==> src/core/pack_extend_consts.vh <==
// constants for the pack and extend datapath
`ifndef PACK_EXTEND_CONSTS_VH
`define PACK_EXTEND_CONSTS_VH

`define OP_WIDTH                 4
`define OP_PACK_LOW_HIGH         4'h0
`define OP_PACK_HIGH_LOW         4'h1
`define OP_SIGN_WIDEN_BYTE       4'h2
`define OP_SIGN_WIDEN_HALF       4'h3
`define OP_SIGN_WIDEN_DUAL       4'h4
`define OP_ZERO_WIDEN_BYTE       4'h5
`define OP_ZERO_WIDEN_HALF       4'h6
`define OP_ZERO_WIDEN_DUAL       4'h7
`define OP_SIGN_WIDEN_BYTE_ADD   4'h8
`define OP_SIGN_WIDEN_HALF_ADD   4'h9
`define OP_SIGN_WIDEN_DUAL_ADD   4'ha
`define OP_ZERO_WIDEN_BYTE_ADD   4'hb
`define OP_ZERO_WIDEN_HALF_ADD   4'hc
`define OP_ZERO_WIDEN_DUAL_ADD   4'hd

`define ROT_WIDTH                2
`define SHIFT_WIDTH              5
`define DEST_WIDTH               4
`define RESULT_RESET             32'h0000_0000

`endif

==> src/core/pack_extend_datapath.v <==
// single-cycle pack, widen and widen-add execute unit
`timescale 1ns/10ps
`include "pack_extend_consts.vh"

module pack_extend_datapath #(
  parameter DATA_WIDTH = 32
) (
  input  wire                    clk_i,
  input  wire                    resetn_i,
  input  wire                    issue_i,
  input  wire [`OP_WIDTH-1:0]    op_i,
  input  wire [`ROT_WIDTH-1:0]   rotate_right_option_i,
  input  wire [`SHIFT_WIDTH-1:0] shift_amount_i,
  input  wire [DATA_WIDTH-1:0]   first_operand_register_i,
  input  wire [DATA_WIDTH-1:0]   second_operand_register_i,
  input  wire [`DEST_WIDTH-1:0]  dest_index_i,
  input  wire                    cond_pass_i,
  output reg                     write_en_o,
  output reg  [`DEST_WIDTH-1:0]  write_index_o,
  output reg  [DATA_WIDTH-1:0]   result_o,
  output reg                     flags_write_o
);

  // rotate right by a whole number of bytes
  function [31:0] rotate_bytes;
    input [31:0] value;
    input [1:0]  sel;
    begin
      case (sel)
        2'h1:    rotate_bytes = {value[7:0], value[31:8]};
        2'h2:    rotate_bytes = {value[15:0], value[31:16]};
        2'h3:    rotate_bytes = {value[23:0], value[31:24]};
        default: rotate_bytes = value;
      endcase
    end
  endfunction

  // byte to halfword, signed or zero fill
  function [15:0] widen_byte16;
    input [7:0] b;
    input       signed_form;
    begin
      widen_byte16 = {{8{signed_form & b[7]}}, b};
    end
  endfunction

  // byte to word, signed or zero fill
  function [31:0] widen_byte32;
    input [7:0] b;
    input       signed_form;
    begin
      widen_byte32 = {{24{signed_form & b[7]}}, b};
    end
  endfunction

  // halfword to word, signed or zero fill
  function [31:0] widen_half32;
    input [15:0] h;
    input        signed_form;
    begin
      widen_half32 = {{16{signed_form & h[15]}}, h};
    end
  endfunction

  // one 16-bit lane sum, carry out dropped so lanes stay apart
  function [15:0] lane_add16;
    input [15:0] a;
    input [15:0] b;
    reg   [16:0] full;
    begin
      full       = {1'h0, a} + {1'h0, b};
      lane_add16 = full[15:0];
    end
  endfunction

  // word sum, wraps with no saturation
  function [31:0] word_add32;
    input [31:0] a;
    input [31:0] b;
    reg   [32:0] full;
    begin
      full       = {1'h0, a} + {1'h0, b};
      word_add32 = full[31:0];
    end
  endfunction

  // low half from the first operand, high half from the shifted second
  function [31:0] pack_low_high;
    input [31:0] first;
    input [31:0] second_shifted;
    begin
      pack_low_high = {second_shifted[31:16], first[15:0]};
    end
  endfunction

  // high half from the first operand, low half from the shifted second
  function [31:0] pack_high_low;
    input [31:0] first;
    input [31:0] second_shifted;
    begin
      pack_high_low = {first[31:16], second_shifted[15:0]};
    end
  endfunction

  // arithmetic shift amount, a zero field standing for 32
  function [5:0] asr_field;
    input [4:0] field;
    begin
      if (field == 5'h00) begin
        asr_field = 6'h20;
      end else begin
        asr_field = {1'h0, field};
      end
    end
  endfunction

  // opcodes past the last defined one are refused
  function op_is_valid;
    input [`OP_WIDTH-1:0] op;
    begin
      op_is_valid = (op <= `OP_ZERO_WIDEN_DUAL_ADD);
    end
  endfunction

  // signed forms of the widen and widen-add groups
  function op_is_signed;
    input [`OP_WIDTH-1:0] op;
    begin
      case (op)
        `OP_SIGN_WIDEN_BYTE:     op_is_signed = 1'h1;
        `OP_SIGN_WIDEN_HALF:     op_is_signed = 1'h1;
        `OP_SIGN_WIDEN_DUAL:     op_is_signed = 1'h1;
        `OP_SIGN_WIDEN_BYTE_ADD: op_is_signed = 1'h1;
        `OP_SIGN_WIDEN_HALF_ADD: op_is_signed = 1'h1;
        `OP_SIGN_WIDEN_DUAL_ADD: op_is_signed = 1'h1;
        default:                 op_is_signed = 1'h0;
      endcase
    end
  endfunction

  // widen-add forms
  function op_adds;
    input [`OP_WIDTH-1:0] op;
    begin
      case (op)
        `OP_SIGN_WIDEN_BYTE_ADD: op_adds = 1'h1;
        `OP_SIGN_WIDEN_HALF_ADD: op_adds = 1'h1;
        `OP_SIGN_WIDEN_DUAL_ADD: op_adds = 1'h1;
        `OP_ZERO_WIDEN_BYTE_ADD: op_adds = 1'h1;
        `OP_ZERO_WIDEN_HALF_ADD: op_adds = 1'h1;
        `OP_ZERO_WIDEN_DUAL_ADD: op_adds = 1'h1;
        default:                 op_adds = 1'h0;
      endcase
    end
  endfunction

  // operand shape classes
  localparam SHAPE_BYTE    = 3'h0;
  localparam SHAPE_HALF    = 3'h1;
  localparam SHAPE_DUAL    = 3'h2;
  localparam SHAPE_PACK_LH = 3'h3;
  localparam SHAPE_PACK_HL = 3'h4;
  localparam SHAPE_NONE    = 3'h5;

  // operand shape class of each opcode
  function [2:0] op_shape;
    input [`OP_WIDTH-1:0] op;
    begin
      case (op)
        `OP_PACK_LOW_HIGH:       op_shape = SHAPE_PACK_LH;
        `OP_PACK_HIGH_LOW:       op_shape = SHAPE_PACK_HL;
        `OP_SIGN_WIDEN_BYTE:     op_shape = SHAPE_BYTE;
        `OP_SIGN_WIDEN_HALF:     op_shape = SHAPE_HALF;
        `OP_SIGN_WIDEN_DUAL:     op_shape = SHAPE_DUAL;
        `OP_ZERO_WIDEN_BYTE:     op_shape = SHAPE_BYTE;
        `OP_ZERO_WIDEN_HALF:     op_shape = SHAPE_HALF;
        `OP_ZERO_WIDEN_DUAL:     op_shape = SHAPE_DUAL;
        `OP_SIGN_WIDEN_BYTE_ADD: op_shape = SHAPE_BYTE;
        `OP_SIGN_WIDEN_HALF_ADD: op_shape = SHAPE_HALF;
        `OP_SIGN_WIDEN_DUAL_ADD: op_shape = SHAPE_DUAL;
        `OP_ZERO_WIDEN_BYTE_ADD: op_shape = SHAPE_BYTE;
        `OP_ZERO_WIDEN_HALF_ADD: op_shape = SHAPE_HALF;
        `OP_ZERO_WIDEN_DUAL_ADD: op_shape = SHAPE_DUAL;
        default:                 op_shape = SHAPE_NONE;
      endcase
    end
  endfunction

  wire [31:0] rotated;
  wire [31:0] shifted_left;
  wire [5:0]  asr_amount;
  wire [31:0] shifted_right;
  wire        op_valid;
  wire        widen_signed;
  wire        widen_add;
  wire [2:0]  shape;
  wire [31:0] widened_byte;
  wire [31:0] widened_half;
  wire [15:0] dual_low;
  wire [15:0] dual_high;
  wire [31:0] widened_dual;
  wire [31:0] sum_byte;
  wire [31:0] sum_half;
  wire [15:0] sum_dual_low;
  wire [15:0] sum_dual_high;
  wire [31:0] sum_dual;
  wire [31:0] packed_low_high;
  wire [31:0] packed_high_low;
  wire        next_write_en;
  reg  [31:0] next_result;

  assign op_valid     = op_is_valid(op_i);
  assign widen_signed = op_is_signed(op_i);
  assign widen_add    = op_adds(op_i);
  assign shape        = op_shape(op_i);

  assign rotated = rotate_bytes(second_operand_register_i, rotate_right_option_i);

  // pack operand shifts
  assign shifted_left    = second_operand_register_i << shift_amount_i;
  // a shift of 32 fills the whole word with the sign bit
  assign asr_amount      = asr_field(shift_amount_i);
  assign shifted_right   = $signed(second_operand_register_i) >>> asr_amount;
  assign packed_low_high = pack_low_high(first_operand_register_i, shifted_left);
  assign packed_high_low = pack_high_low(first_operand_register_i, shifted_right);

  // widened forms of the rotated second operand
  assign widened_byte = widen_byte32(rotated[7:0], widen_signed);
  assign widened_half = widen_half32(rotated[15:0], widen_signed);
  assign dual_low     = widen_byte16(rotated[7:0], widen_signed);
  assign dual_high    = widen_byte16(rotated[23:16], widen_signed);
  assign widened_dual = {dual_high, dual_low};

  // sums against the first operand
  assign sum_byte      = word_add32(first_operand_register_i, widened_byte);
  assign sum_half      = word_add32(first_operand_register_i, widened_half);
  assign sum_dual_low  = lane_add16(first_operand_register_i[15:0], dual_low);
  assign sum_dual_high = lane_add16(first_operand_register_i[31:16], dual_high);
  assign sum_dual      = {sum_dual_high, sum_dual_low};

  assign next_write_en = issue_i & cond_pass_i & op_valid;

  always @* begin
    case (shape)
      SHAPE_BYTE: begin
        if (widen_add) begin
          next_result = sum_byte;
        end else begin
          next_result = widened_byte;
        end
      end
      SHAPE_HALF: begin
        if (widen_add) begin
          next_result = sum_half;
        end else begin
          next_result = widened_half;
        end
      end
      SHAPE_DUAL: begin
        if (widen_add) begin
          next_result = sum_dual;
        end else begin
          next_result = widened_dual;
        end
      end
      SHAPE_PACK_LH: begin
        next_result = packed_low_high;
      end
      SHAPE_PACK_HL: begin
        next_result = packed_high_low;
      end
      default: begin
        next_result = `RESULT_RESET;
      end
    endcase
  end

  // only the output stage holds state; flags_write_o is always driven low
  always @(posedge clk_i or negedge resetn_i) begin
    if (!resetn_i) begin
      write_en_o    <= 1'h0;
      write_index_o <= {`DEST_WIDTH{1'h0}};
      result_o      <= `RESULT_RESET;
      flags_write_o <= 1'h0;
    end else begin
      write_en_o    <= next_write_en;
      write_index_o <= dest_index_i;
      result_o      <= next_result;
      flags_write_o <= 1'h0;
    end
  end

endmodule

==> config.mk <==
export PLATFORM = sky130hd
export DESIGN_NAME = pack_extend_datapath
export DESIGN_NICKNAME = d
export VERILOG_FILES = /design/src/core/pack_extend_datapath.v
export VERILOG_INCLUDE_DIRS = /design/src /design/src/core
export SDC_FILE = /design/constraint.sdc
export NUM_CORES = 1
export LEC_CHECK = 0
export BUFFER_PORTS_ARGS = -buffer_cell sky130_fd_sc_hd__buf_2
export CAP_MARGIN = 30
export CORE_MARGIN = 1
export CORE_UTILIZATION = 61
export CTS_CLUSTER_DIAMETER = 150
export DETAILED_ROUTE_END_ITERATION = 12
export PLACE_DENSITY = 0.83
export RECOVER_POWER = 100
export SLEW_MARGIN = 30
export SYNTH_ARGS = -nofsm -noshare
export SYNTH_HDL_FRONTEND = slang
export SYNTH_SLANG_ARGS = --single-unit
==> constraint.sdc <==
create_clock -name clk_i -period 0.8 [get_ports clk_i]
set_input_delay 0.04 -clock clk_i [delete_from_list [all_inputs] [get_ports clk_i]]
set_output_delay 0.04 -clock clk_i [all_outputs]
set_load 0.03 [all_outputs]
==> metrics.txt, run 1 <==
I/O pins=roughly 120; placed cell area=13880 µm²; Post-Synth Simple-Gate Area=0.1966; most numerous cell in the Yosys netlist=nand2_1; cells after synthesis=1288; Main synth FF type=dfrtp_1; Resized Gates After CTS=about 360; Yosys Warn Count=0; post-synthesis xor/xnor area fraction=0.04394; Chip Height=~130 µm; Syn Area/Cell=around 7.4 µm²; H-tree depth=2; dpl cells=~2000; cell taking the most area after synthesis=ha_1; Net Count, Synth=approximately 1400; status=stopped before the end; Err=[ERROR DPL-0038] Utilization greater than 100%, impossible to legalize; Compound-Gate Fraction of Synth Area=0.2943; Sink Count=37; port bufs=119; Synth top area share=0.09809; Final GP Congestion=between 1 and 1.5; DP Wirelength=between 30 and 40 mm; main combinational cell family by area after synthesis=compound AO/OA/AOI/OAI gates; clock buffer depth=2; hold buffers post-CTS=7; register bit total from synthesis=37; sequential-to-total area share from yosys stat=0.09678; Syn Std Cell Area=between 9000 and 10000 µm²; initial core utilization=0.6270; Post-CTS Setup Repair Bufs=64; Async SR Flop Fraction=1.000; mux share of post-synthesis cell area=0.2162; post-synthesis cell type count=81; total CTS buffers=5; Adder-Cell Fraction of Synth Area=0.1023; EDFF count, synth=0; Stop stage=4_1_cts; Row Count=45; synth top area cells=ha_1 9.8%, dfrtp_1 9.7%, mux4_2 8.7%; Die Wd=roughly 130 µm; CTS root buffer=clkbuf_16; Post-synth top cells=138 x nand2_1, 137 x nor2_1, 123 x o21ai_0
==> stage by stage <==
step	setup TNS [ps]	worst slack [ps]
after floorplan	-57850	-2428
after global placement	-71670	-2661
after detailed placement	-78040	-2982
==> cells by family after synthesis <==
group | after synthesis
fa+ha+maj | 77
xor+xnor | 48
other cells | 1
mux | 155
compound gates | 438
buf+inv | 118
flops | 37
simple gates | 414
==> run 2: changes to the inputs <==
Settings changed: CORE_UTILIZATION 61 to 40, CTS_CLUSTER_DIAMETER 150 to not set, PLACE_DENSITY 0.83 to not set, PLACE_DENSITY_LB_ADDON set to 0.15.
==> metrics.txt, run 2 <==
DP Wirelength=35.13 mm (-12%); Sink Count=37 (unchanged); total CTS buffers=5 (unchanged); Vias/cell=roughly 6; DRC viols=0; Async SR Flop Fraction=1.000 (unchanged); Pint=between 10 and 15 mW; routed len/inst=around 21 µm; P_leak=7.449 nW; first-pass GRT wire length=69.59 mm; sequential-to-total area share from yosys stat=0.09678 (unchanged); EDFF count, synth=0 (unchanged); GRT Overall Usage=0.3696; Worst setup SP type=input port; Antenna diodes=0; Reg power frac=0.121; Final WS setup=-2206 ps; Syn Area/Cell=7.428 µm² (unchanged); Syn Std Cell Area=9567 µm² (unchanged); vias in the first global route=roughly 13000; Final GP Congestion=1.101 (-0.21%); cell chain of the critical path=buf_12 > buf_6 > mux2_4 > nand2_2 > o21ai_2 > buf_4 > fa_2 > a21o_2 > and4_4 > buf_6 > o21ai_4 > nand2_2 > o21ai_4 > buf_6 > o21bai_2 > a31oi_1 > mux2_2 > o211ai_1; CP required=about 1000 ps; switching fraction of total power=0.4548; failing checks=setup timing; port bufs=119 (unchanged); Reg with most FFs=result_o; clock buffer depth=2 (unchanged); CP Class=in2reg; Main synth FF type=dfrtp_1; crit path DAT=3220 ps; Post-Synth Simple-Gate Area=0.1966 (unchanged); grt total ovfl=0; Worst path slowest cell=fa_2; commonest cells after routing, fill and taps aside=439 x buf_4, 129 x nand2_1, 123 x nor2_1; status=complete, but fails checks; MaxCap Viol Count=0; Synth top area share=0.09809 (unchanged); Yosys Warn Count=0 (unchanged); switching pwr=~9.4 mW; Die Area=about 25000 µm²; worst-path fanout max=6; main combinational cell family by area after synthesis=compound AO/OA/AOI/OAI gates; cells after synthesis=1288 (unchanged); # nets final=between 1500 and 2000; H-tree depth=2 (unchanged); HP Class=in2reg; most numerous cell in the Yosys netlist=nand2_1; post-synthesis xor/xnor area fraction=0.04394 (unchanged); post-synthesis cell type count=81 (unchanged); Final Setup Violations=69; Compound-Gate Fraction of Synth Area=0.2943 (unchanged); CTS tree=yes; Die Wd=156.7 µm (+23%); dpl ws=-2707 ps (+275.2 ps); Placeable Area=between 20000 and 25000 µm²; dpl cells=2074 (+4.1%); actual slew at the worst max-slew pin=610.1 ps; cell taking the most area after synthesis=ha_1; I/O pins=121 (unchanged); Row Count=56 (+24%); Post-synth top cells=138 x nand2_1, 137 x nor2_1, 123 x o21ai_0; Final Hold Viols=0; Chip Height=156.7 µm (+23%); largest net degree at the start of global routing=38; Vias=12890; layout cells sized above 1=0.5022; Area growth syn-to-layout=71.45%; Logic pwr share=0.778; synth top area cells=ha_1 9.8%, dfrtp_1 9.7%, mux4_2 8.7%; Hold EP=result_o[0]$_DFF_PN0_; CTS root buffer=clkbuf_16; Net Count, Synth=1448 (unchanged); Clock power frac=0.100; CP peak stage delay=~360 ps; count of pins over their slew limit=0; RSZ-0062 raised after global routing=true; Post-DRT Antenna Nets=0; hold path cells=2; crit path time final=between 3000 and 4000 ps; Power Dens Cells=approximately 1300 nW/µm²; CP endpoint kind=flop; most frequent CP cell=buf_6; slew margin rel.=0.5881; Final Cycle Share=3.758; hold path start=first_operand_register_i[0]; initial core utilization=0.4076 (-0.2194); DRT Wirelength=between 40 and 50 mm; Max VDD drop=1129 µV; Clock transition at path regs=~70 ps; Peak Freq=~0.33 GHz; max FFs per register=32; Largest regs=result_o: 32 flops, write_index_o: 4 flops, write_en_o: 1 flops; register bit total from synthesis=37 (unchanged); Adder-Cell Fraction of Synth Area=0.1023 (unchanged); mux share of post-synthesis cell area=0.2162 (unchanged); Initial DRC Count=roughly 1100; TritonRoute pass-1 iters=6; final non-filler cell total=around 2200; leading cell type in the layout, fill and taps excluded=buf_4; initial antenna violation count=0
==> run 2: cell counts after synthesis <==
No cell type changed its count.
==> run 2: cell families after synthesis <==
logic type	after synthesis
DFF	37
other	1
and+or+nand+nor	414
muxes	155
xor gates and xnor gates	48
buffers and inverters	118
adders and majority gates	77
AOI/OAI and AO/OA	438
==> run 2: routing by layer <==
| metal | track usage | wire (µm) |
|---|---|---|
| met5 | 0 | 0 |
| met4 | 0.1737 | 2477 |
| met3 | 0.04902 | 2966 |
| met2 | 0.6267 | 21940 |
| met1 | 0.4623 | 18650 |
==> run 2: critical path: cells and delay by family <==
| kind | cells | cell delay [ps] |
|---|---|---|
| AOI/OAI and AO/OA | 7 | 1160 |
| adders and majority gates | 1 | 360 |
| buffers and inverters | 5 | 670 |
| muxes | 2 | 660 |
| and+or+nand+nor | 3 | 310 |
==> run 2: worst max-delay path by stage <==
| stage | start | to | slack [ps] | depth (start not counted) |
|---|---|---|---|---|
| 3_3_place_gp | op_i[0] | result_o[31]$_DFF_PN0_ | -2650 | 19 |
| 3_5_place_dp | op_i[1] | result_o[30]$_DFF_PN0_ | -2710 | 19 |
| 5_1_grt | op_i[0] | result_o[29]$_DFF_PN0_ | -2320 | 21 |
| 4_1_cts | rotate_right_option_i[1] | result_o[29]$_DFF_PN0_ | -2240 | 15 |
| 2_1_floorplan | rotate_right_option_i[1] | result_o[29]$_DFF_PN0_ | -2430 | 15 |
| 6_report | rotate_right_option_i[1] | result_o[24]$_DFF_PN0_ | -2210 | 18 |
==> run 2: area by class of cell <==
type                    instances  area [µm²]
fillers                      1821        7071
well taps                     319       399.1
inverters                      36       155.1
clock buffers                   6       128.9
clock inverters                 2       10.01
multi-input cells            1133        9778
repair buffers                620        5005
flip-flops and latches         37       925.9
==> run 2: power groups by stage <==
stage	clock network [mW]	logic (mW)	registers, mW
2_1_floorplan	0	6.34	3.27
3_3_place_gp	0	12.6	2.41
3_5_place_dp	0	12.7	2.41
4_1_cts	2.04	14.8	2.48
5_1_grt	2.11	17.0	2.53
6_report	2.06	16.0	2.50
==> run 2: what timing repair did <==
item	in CTS	in global routing
hold buffers	7	0
buffers inserted	43	22
cloned	2	0
endpoints found under the setup margin	69	69
hold endpoints to repair	42	0
resized for setup	305	99
pin swaps	138	111
==> run 2: metrics by stage <==
stage	hold slack [ps]	utilization	setup TNS [ps]	total power, mW	area [µm²]
after floorplan	-255.6	-	-57850	9.614	9975
after global placement	21.30	0.5896	-72370	15.02	13840
after detailed placement	16.66	0.5896	-72690	15.09	13840
after CTS	45.06	0.6723	-58660	19.33	15780
after global routing	60.10	0.6988	-62810	21.62	16400
final	51.95	0.6988	-59610	20.56	16400
(Power assumes the default switching activity.)
